**config.mk**
```make
export PLATFORM = sky130hd
export DESIGN_NAME = bcm_clock_mode_ctrl
export DESIGN_NICKNAME = d
export VERILOG_FILES = /design/src/shared/bcm_pkg.sv /design/src/rtl/bcm_clock_mode_ctrl.sv /design/src/rtl/bcm_glitch_free_mux.sv
export SDC_FILE = /design/constraint.sdc
export NUM_CORES = 1
export LEC_CHECK = 0
export BUFFER_PORTS_ARGS = -buffer_cell sky130_fd_sc_hd__buf_2
export CAP_MARGIN = 20
export CORE_MARGIN = 4
export CORE_UTILIZATION = 43
export CTS_CLUSTER_SIZE = 30
export DETAILED_ROUTE_END_ITERATION = 6
export PLACE_DENSITY = 0.76
export SETUP_SLACK_MARGIN = 0.4
export SLEW_MARGIN = 20
export SYNTH_ARGS = -nofsm -noshare
export SYNTH_HDL_FRONTEND = slang
export SYNTH_SLANG_ARGS = --single-unit
export TNS_END_PERCENT = 30
```
**constraint.sdc**
```tcl
create_clock -name clk -period 4.4 [get_ports clk]
set_input_delay 0.22 -clock clk [delete_from_list [all_inputs] [get_ports clk]]
set_output_delay 0.22 -clock clk [all_outputs]
set_load 0.03 [all_outputs]
```
**src/shared/bcm_pkg.sv**
```systemverilog
// Purpose: constants for the bus clock mode control block
// Assumes: single 25 MHz clock, synchronous active-high reset
// Notes: trim layout and divider widths shared by both design files
package bcm_pkg;
   localparam int CLK_MHZ = 25;
   localparam int POSTDIV_W = 5;
   localparam logic [4:0] POSTDIV_RST = 5'h03;
   localparam int REFDIV_W = 4;
   localparam logic [3:0] REFDIV_RST = 4'h0;
   localparam int TRIM_W = 16;
   localparam int TRIM_TC_LSB = 10;
   localparam int TRIM_TC_W = 4;
   localparam logic [3:0] TC_OFF = 4'h0;
   localparam int VCO_RST_MHZ = 50;
   localparam int RESET_STRETCH_CYC = 4;
   localparam int SW_SYNC_STAGES = 2;
   typedef enum {
      MODE_INT_LOCKED,
      MODE_EXT_LOCKED,
      MODE_BYPASS
   } bcm_mode_t;
endpackage

```
**src/rtl/bcm_clock_mode_ctrl.sv**
```systemverilog
// Purpose: bus clock source and run-mode clocking control
// Assumes: clock sources and loop analog are outside; this block steers them
// Notes: the bus clock itself is gated outside from the leg enables
//
// Behaviour
// - after system or power-on reset the block is in internal-reference locked mode on the loop output.
// - at reset the loop targets 50 MHz, post divider 0x03 (divide by 4), bus at half that.
// - in internal-reference locked mode the loop reference is the internal RC reference.
// - in both locked modes the bus runs from the loop output, whose settings may be changed.
// - in bypass mode the bus runs from the crystal and the loop keeps running to qualify it.
// - in run mode the loop and internal reference run, regulator is full power, periodic timer available.
// - wait mode behaves exactly like run mode.
// - after reset the factory frequency trim is loaded into the trim register; software may overwrite it.
// - the loaded trim leaves temperature trimming off; software may enable it by rewriting.
// - system reset on power-on, low voltage, watchdog, crystal monitor, loop monitor or reset pin low.
// - the lock detector requests an interrupt on entry to and exit from lock.
// - bus source is loop output or crystal, with a programmable divider on the loop output.
`timescale 1ns/1ns
module bcm_clock_mode_ctrl
   import bcm_pkg::*;
#(
   parameter int POSTDIV_WIDTH = POSTDIV_W,
   parameter int STRETCH = RESET_STRETCH_CYC
)(
   input wire logic clk, // 25 MHz control clock
   input wire logic srst, // synchronous reset
   input wire logic powerOnEvt, // power-on detector
   input wire logic lowVoltageEvt, // low supply detector
   input wire logic watchdogEvt, // watchdog timeout or window fault
   input wire logic oscMonFail, // crystal monitor failure
   input wire logic loopMonFail, // loop clock monitor failure
   input wire logic resetPin_n, // external reset pin level
   input wire logic waitMode, // cpu in wait
   input wire logic busSourceSelectWr, // write strobe for source select
   input wire logic busSourceSelectIn, // 1 loop output, 0 crystal
   input wire logic crystalOscEnableWr, // write strobe for crystal enable
   input wire logic crystalOscEnableIn, // crystal enable value
   input wire logic refDivWr, // write strobe for reference divider
   input wire logic [REFDIV_W-1:0] refDivIn, // reference divider value
   input wire logic postDivWr, // write strobe for post divider
   input wire logic [POSTDIV_WIDTH-1:0] postDivIn, // post divider value
   input wire logic trimWr, // software write of trim register
   input wire logic [TRIM_W-1:0] trimIn, // software trim value
   input wire logic factoryTrimValid, // factory trim fetched from nvm
   input wire logic [TRIM_W-1:0] factoryTrim, // factory 1 MHz trim
   input wire logic crystalOscReadyIn, // crystal started up
   input wire logic loopLockIn, // raw lock detector level
   output logic systemReset, // system reset request
   output logic busSourceSelect, // source select register
   output logic crystalOscEnable, // crystal oscillator enable
   output logic crystalOscReady, // crystal ready status
   output logic loopLocked, // lock status
   output logic lockChangeIrq, // one-cycle pulse on lock change
   output logic [REFDIV_W-1:0] referenceDivider, // reference divider
   output logic [POSTDIV_WIDTH-1:0] postDivider, // post divider
   output logic loopRefInternal, // 1 loop reference is internal rc
   output logic loopEnable, // loop oscillator running
   output logic rcRefEnable, // internal rc reference running
   output logic regulatorFullPower, // regulator full performance
   output logic periodicTimerAvail, // periodic timer available
   output logic [TRIM_W-1:0] rcTrim, // rc trim register
   output logic trimLoaded, // factory trim loaded or trim written by software
   output logic loopLegEn, // bus gate from loop output leg
   output logic oscLegEn, // bus gate from crystal leg
   output logic [1:0] modeCode // current mode (bcm_mode_t order)
);
   // refused at elaboration: the stretch counter is four bits wide and
   // the post divider reset value needs at least two bits
   if (POSTDIV_WIDTH < 2 || POSTDIV_WIDTH > 8) begin : g_bad_postdiv
      $error("post divider width unsupported");
   end
   if (STRETCH < 1 || STRETCH > 15) begin : g_bad_stretch
      $error("reset stretch unsupported");
   end

   logic busSourceSelect_reg, crystalOscEnable_reg, lockedPrev_reg, lockIrq_reg;
   logic crystalOscReady_reg, loopLocked_reg, trimLoaded_reg, sysRst_reg, loopRefInt_reg;
   logic [REFDIV_W-1:0] refDiv_reg;
   logic [POSTDIV_WIDTH-1:0] postDiv_reg;
   logic [TRIM_W-1:0] trim_reg;
   logic [3:0] stretch_reg;
   logic [1:0] modeCode_reg;
   logic resetEvent, lockChange, muxSwitching, selLoop;
   bcm_mode_t modeNext;

   // any one source asserts the system reset; held a few cycles
   assign resetEvent = powerOnEvt | lowVoltageEvt | watchdogEvt | oscMonFail
      | loopMonFail | ~resetPin_n;
   assign lockChange = loopLocked_reg ^ lockedPrev_reg;
   // crystal leg as soon as select clears; software owns the ready wait
   assign selLoop = busSourceSelect_reg;

   // mode decode: select=1 locked on loop; reference from crystal once enabled and ready
   always_comb begin
      if (!busSourceSelect_reg) modeNext = MODE_BYPASS;
      else if (crystalOscEnable_reg && crystalOscReady_reg) modeNext = MODE_EXT_LOCKED;
      else modeNext = MODE_INT_LOCKED;
   end

   always_ff @(posedge clk) begin
      if (srst) begin
         sysRst_reg <= 1'b0;
         stretch_reg <= 4'h0;
      end else if (resetEvent) begin
         sysRst_reg <= 1'b1;
         stretch_reg <= 4'(STRETCH);
      end else if (stretch_reg != 4'h0) begin
         stretch_reg <= stretch_reg - 4'h1;
      end else begin
         sysRst_reg <= 1'b0;
      end
   end

   // the reset request resets configuration like srst does
   always_ff @(posedge clk) begin
      if (srst || sysRst_reg) begin
         busSourceSelect_reg <= 1'b1;
         crystalOscEnable_reg <= 1'b0;
         refDiv_reg <= REFDIV_RST;
         postDiv_reg <= POSTDIV_WIDTH'(POSTDIV_RST);
      end else begin
         if (busSourceSelectWr) busSourceSelect_reg <= busSourceSelectIn;
         if (crystalOscEnableWr) crystalOscEnable_reg <= crystalOscEnableIn;
         if (refDivWr) refDiv_reg <= refDivIn;
         if (postDivWr) postDiv_reg <= postDivIn;
      end
   end

   always_ff @(posedge clk) begin
      if (srst || sysRst_reg) begin
         crystalOscReady_reg <= 1'b0;
         loopLocked_reg <= 1'b0;
         lockedPrev_reg <= 1'b0;
         lockIrq_reg <= 1'b0;
         modeCode_reg <= 2'h0;
         loopRefInt_reg <= 1'b1;
      end else begin
         // ready only counts while the crystal is enabled
         crystalOscReady_reg <= crystalOscReadyIn & crystalOscEnable_reg;
         loopLocked_reg <= loopLockIn;
         lockedPrev_reg <= loopLocked_reg;
         lockIrq_reg <= lockChange;
         modeCode_reg <= 2'(modeNext);
         // registered with the mode so the output comes from a flop
         loopRefInt_reg <= (modeNext == MODE_INT_LOCKED);
      end
   end

   // nvm fetch finishes after reset; a software write in that same cycle wins
   // since it is the newer intent
   always_ff @(posedge clk) begin
      if (srst || sysRst_reg) begin
         trim_reg <= {TRIM_W{1'b0}};
         trimLoaded_reg <= 1'b0;
      end else if (trimWr) begin
         trim_reg <= trimIn;
         trimLoaded_reg <= 1'b1;
      end else if (!trimLoaded_reg && factoryTrimValid) begin
         trim_reg <= {factoryTrim[TRIM_W-1:TRIM_TC_LSB+TRIM_TC_W], TC_OFF,
            factoryTrim[TRIM_TC_LSB-1:0]};
         trimLoaded_reg <= 1'b1;
      end
   end

   bcm_glitch_free_mux u_mux (
      .clk(clk),
      .srst(srst | sysRst_reg),
      .selLoop(selLoop),
      .loopLegEn(loopLegEn),
      .oscLegEn(oscLegEn),
      .switching(muxSwitching)
   );

   assign systemReset = sysRst_reg;
   assign busSourceSelect = busSourceSelect_reg;
   assign crystalOscEnable = crystalOscEnable_reg;
   assign crystalOscReady = crystalOscReady_reg;
   assign loopLocked = loopLocked_reg;
   assign lockChangeIrq = lockIrq_reg;
   assign referenceDivider = refDiv_reg;
   assign postDivider = postDiv_reg;
   assign rcTrim = trim_reg;
   assign trimLoaded = trimLoaded_reg;
   assign modeCode = modeCode_reg;
   // loop, rc and regulator stay up in run and wait alike
   assign loopEnable = 1'b1;
   assign rcRefEnable = 1'b1;
   assign regulatorFullPower = 1'b1;
   assign periodicTimerAvail = 1'b1;
   assign loopRefInternal = loopRefInt_reg;

   a_reset_mode: assert property (@(posedge clk)
      $fell(sysRst_reg) |-> busSourceSelect_reg && modeCode_reg == 2'h0)
      else $error("not internal locked mode after reset");
   a_post_div_reset: assert property (@(posedge clk)
      srst |=> postDiv_reg == POSTDIV_WIDTH'(POSTDIV_RST)) else $error("post divider reset wrong");
   a_reset_source: assert property (@(posedge clk) disable iff (srst)
      resetEvent |=> sysRst_reg [*2]) else $error("reset event not stretched");
   a_lock_irq: assert property (@(posedge clk) disable iff (srst || sysRst_reg)
      $changed(loopLocked_reg) |=> lockIrq_reg) else $error("lock change lost");
   a_bypass_mode: assert property (@(posedge clk) disable iff (srst || sysRst_reg)
      !busSourceSelect_reg |=> modeCode_reg == 2'(MODE_BYPASS)) else $error("bypass not entered");
   a_ext_mode: assert property (@(posedge clk) disable iff (srst || sysRst_reg)
      busSourceSelect_reg && crystalOscEnable_reg && crystalOscReady_reg |=>
      modeCode_reg == 2'(MODE_EXT_LOCKED))
      else $error("external locked not entered");
   a_trim_tc_off: assert property (@(posedge clk) disable iff (srst || sysRst_reg)
      !trimLoaded_reg && factoryTrimValid && !trimWr |=>
      trim_reg[TRIM_TC_LSB+:TRIM_TC_W] == TC_OFF) else $error("tc trim not off");
   a_trim_sw_write: assert property (@(posedge clk) disable iff (srst || sysRst_reg)
      trimWr |=> trim_reg == $past(trimIn)) else $error("trim write lost");
   a_leg_follows: assert property (@(posedge clk) disable iff (srst || sysRst_reg)
      busSourceSelect_reg [*3] |-> loopLegEn && !oscLegEn) else $error("loop leg not on");
   a_reset_config: assert property (@(posedge clk) disable iff (srst)
      sysRst_reg |=> busSourceSelect_reg && !crystalOscEnable_reg) else $error("config not reset");
   a_reset_loop_leg: assert property (@(posedge clk) disable iff (srst)
      $fell(sysRst_reg) |-> loopLegEn && !oscLegEn) else $error("loop leg off after reset");
   a_wait_like_run: assert property (@(posedge clk) disable iff (srst)
      waitMode |-> loopEnable && rcRefEnable && regulatorFullPower && periodicTimerAvail)
      else $error("wait mode differs from run");
   c_to_bypass: cover property (@(posedge clk) modeCode_reg == 2'(MODE_BYPASS) && oscLegEn);
   c_to_ext: cover property (@(posedge clk) modeCode_reg == 2'(MODE_EXT_LOCKED));
   c_lock_irq: cover property (@(posedge clk) lockIrq_reg);
   c_mux_switch: cover property (@(posedge clk) muxSwitching);
endmodule

```
**src/rtl/bcm_glitch_free_mux.sv**
```systemverilog
// Purpose: glitch-free selection between two clock sources
// Assumes: selects and enables timed in the clk domain
// Notes: break-before-make except at reset; otherwise neither leg enables until the other is off
`timescale 1ns/1ns
module bcm_glitch_free_mux
   import bcm_pkg::*;
(
   input wire logic clk, // control clock
   input wire logic srst, // synchronous reset
   input wire logic selLoop, // 1 picks loop output leg
   output logic loopLegEn, // loop leg gate enable
   output logic oscLegEn, // crystal leg gate enable
   output logic switching // high while a change is pending
);
   logic loopLegEn_reg, oscLegEn_reg;
   logic loopLegEn_next, oscLegEn_next;

   // except under reset, which sets the loop leg at once, an enable may rise only once the other leg has been off for a cycle,
   // so the downstream gate never sees two active legs
   assign loopLegEn_next = selLoop & ~oscLegEn_reg;
   assign oscLegEn_next = ~selLoop & ~loopLegEn_reg;

   always_ff @(posedge clk) begin
      if (srst) begin
         loopLegEn_reg <= 1'b1;
         oscLegEn_reg <= 1'b0;
      end else begin
         loopLegEn_reg <= loopLegEn_next;
         oscLegEn_reg <= oscLegEn_next;
      end
   end

   assign loopLegEn = loopLegEn_reg;
   assign oscLegEn = oscLegEn_reg;
   assign switching = (selLoop != loopLegEn_reg) | (~selLoop != oscLegEn_reg);

   a_legs_exclusive: assert property (@(posedge clk) disable iff (srst)
      !(loopLegEn_reg && oscLegEn_reg)) else $error("both clock legs enabled");
endmodule

```
==> run_results.csv <==
group,metric,value,unit
final_layout,drive_gt1_frac,0.4286,
synth,yosysSeqAreaShare,0.4898,
clock_tree,clk_latency,0.29,ns
power,irDropWorstVdd,0.0002545,V
global_route,grt_pass1_wl,5.996,mm
power,power.leakage,0.001100,uW
place,dp_hpwl,2.788,mm
floorplan,core_area,3771,um2
final_layout,mostFrequentLayoutCells,"91 x buf_2, 42 x dfxtp_1, 18 x a21oi_1",
timing,drv_slew,0,
routing,vias_per_cell,4.955,
clock_tree,clk_pin_slew_worst_paths,0.08,ns
timing,post-route-period-util,0.3431,
final_layout,largest_register_ffs,16,
synth,netlist_area,1717,um2
setup_path,crit_start,"trimLoaded$_SDFFE_PP0P_",
synth,synthArstFlopShare,0,
clock_tree,cts_made_buffers,5,
setup_path,end_kind,"register",
place,dp.cells,306,
timing,relSlewSlack,0.3125,
clock_tree,cts_tree,"yes",
clock_tree,cts.sinks,42,
setup_path,r2r-start,"trimLoaded$_SDFFE_PP0P_",
final_layout,stdcell_count,314,
clock_tree,cts-root-buf,"clkbuf_8",
timing,tightestPinTransition,1.031,ns
clock_tree,cts_resized,0,
floorplan,io_pins,101,
synth,ys_ff_latch,42,
setup_path,path_class,"register to register",
power,p_per_area,385.0,nW/um2
global_route,grt_max_degree,31,
final_layout,area_growth,33.67,%
timing,setup_tns,0,ns
routing,drtAntennaViolNets,0,
timing,finalHoldViolations,0,
global_route,overflow,0,
routing,drtIter0Drc,106,
floorplan,row_count,22,
floorplan,dieHeight,71.19,um
synth,ys_types,30,
clock_tree,cts_buffer_depth,2,
routing,routed_wl,3.752,mm
final_layout,final_common_cell,"buf_2",
timing,fmax,0.6625,GHz
hold_path,worstHoldPathType,"input port to register",
clock_tree,hold_buffers,0,
floorplan,fp.dieW,71.19,um
synth,yosys_warnings,0,
global_route,grt_pass1_vias,1433,
final_layout,layout.nets,326,
clock_tree,cts_setup_buffers,0,
timing,whs,0.1259,ns
hold_path,min_to,"loopLocked$_SDFF_PP0_",
hold_path,hold_start,"loopLockIn",
timing,fin_crit,1.510,ns
synth,synth_edf_count,0,
setup_path,required,4.53,ns
final_layout,n_antenna_cell,0,
setup_path,critPathMaxFanout,28,
floorplan,die-area,5067,um2
synth,synthFlopType,"dfxtp_1",
setup_path,critical_path_arrival,1.64,ns
hold_path,holdPathStages,2,
clock_tree,htreeDepth,2,
final_layout,final_util,0.6085,
synth,syn_inst,180,
timing,setup_viol,0,
timing,fin_skew,0.003728,ns
run_status,run_status,"complete, no violations",
place,place.gp.congestion,0.7366,
place,io_buffer_count,91,
timing,rsz0062_at_grt,"false",
global_route,antenna_found_initial,0,
setup_path,reg2reg_slack,2.89,ns
floorplan,start_util,0.4552,
global_route,grt_usage,0.1454,
routing,avgRoutedWirePerCell,11.95,um
synth,avgSynthCellArea,9.537,um2
setup_path,r2r_end,"rcTrim[2]$_SDFFE_PP0P_",
setup_path,r2r_cells,3,
setup_path,worstSetupStartpointType,"register",
routing,drc,0,
job,maxCapViolCount,0,
routing,first_pass_iters,4,
routing,dr_total_vias,1556,
[Yosys cell counts (2+ instances only)]
master / count / area, um2
inv_1: 4 / 15.01
buf_4: 4 / 30.03
xnor2_1: 2 / 17.52
a21oi_1: 18 / 90.09
nor2_1: 14 / 52.55
nor3_1: 17 / 85.08
nand2_1: 12 / 45.04
dfxtp_1: 42 / 840.8
nor3b_1: 12 / 90.09
nand3_1: 4 / 20.02
and2_1: 2 / 12.51
clkbuf_1: 2 / 7.510
buf_2: 8 / 40.04
mux2i_1: 11 / 110.1
mux2_2: 13 / 146.4
[layout make-up]
type,count,area [um2]
fill,356,1476
inverter,4,15.01
multi-input combinational,121,785.8
clock inverter,3,68.82
timing repair buffer,91,455.4
sequential,42,840.8
tap,48,60.06
clock buffer,5,68.82
[per-stage QoR]
step	total power, uW	setup slack [ns]	cell area (um2)
after floorplan	497.1	3.027	1728
after global placement	534.8	2.863	2157
after detailed placement	537.3	2.841	2157
after CTS	896.4	2.863	2295
after global routing	926.9	2.746	2295
final	883.5	2.890	2295
[worst max-delay path, cell delays in order, from the launching register on]
cell,delay (ns)
dfxtp_1,0.34
nand2b_1,0.66
nor3b_1,0.28
nor3_1,0.07
[worst max path at each step]
stage	to	cells past startpoint	slack [ns]
6_report	rcTrim[2]$_SDFFE_PP0P_	3	2.89
5_1_grt	rcTrim[6]$_SDFFE_PP0P_	3	2.75
4_1_cts	rcTrim[14]$_SDFFE_PP0P_	2	2.86
3_5_place_dp	rcTrim[5]$_SDFFE_PP0P_	4	2.84
3_3_place_gp	rcTrim[5]$_SDFFE_PP0P_	4	2.86
2_1_floorplan	stretch_reg[1]$_SDFFE_PP0P_	4	3.03
[logic make-up (layout without fill, tap and decap cells)]
kind of cell,count (synthesis),after routing,synth area share
adder cells (fa/ha/maj),1,1,0.007287
XOR/XNOR,2,2,0.01021
AND/OR/NAND/NOR,69,69,0.2136
flip-flops,42,42,0.4898
multiplexers,24,24,0.1494
AO/OA/AOI/OAI,21,21,0.06851
buffers and inverters,20,103,0.05903
other,1,4,0.002184
[metal layers]
layer  routed length (um)  vias to the layer above  track usage
met5                    0                        -            0
met4                   46                        0      0.05428
met3                  315                        6      0.04545
met2                 1812                       55       0.2541
met1                 1577                      711       0.1645
li1                     -                      784            -
[where the power goes]
part           switching (uW)  internal [uW]
Combinational            74.0           52.3
Sequential               7.19            394
Clock                     129            227
Note: power is estimated with default switching activity, not from simulation.
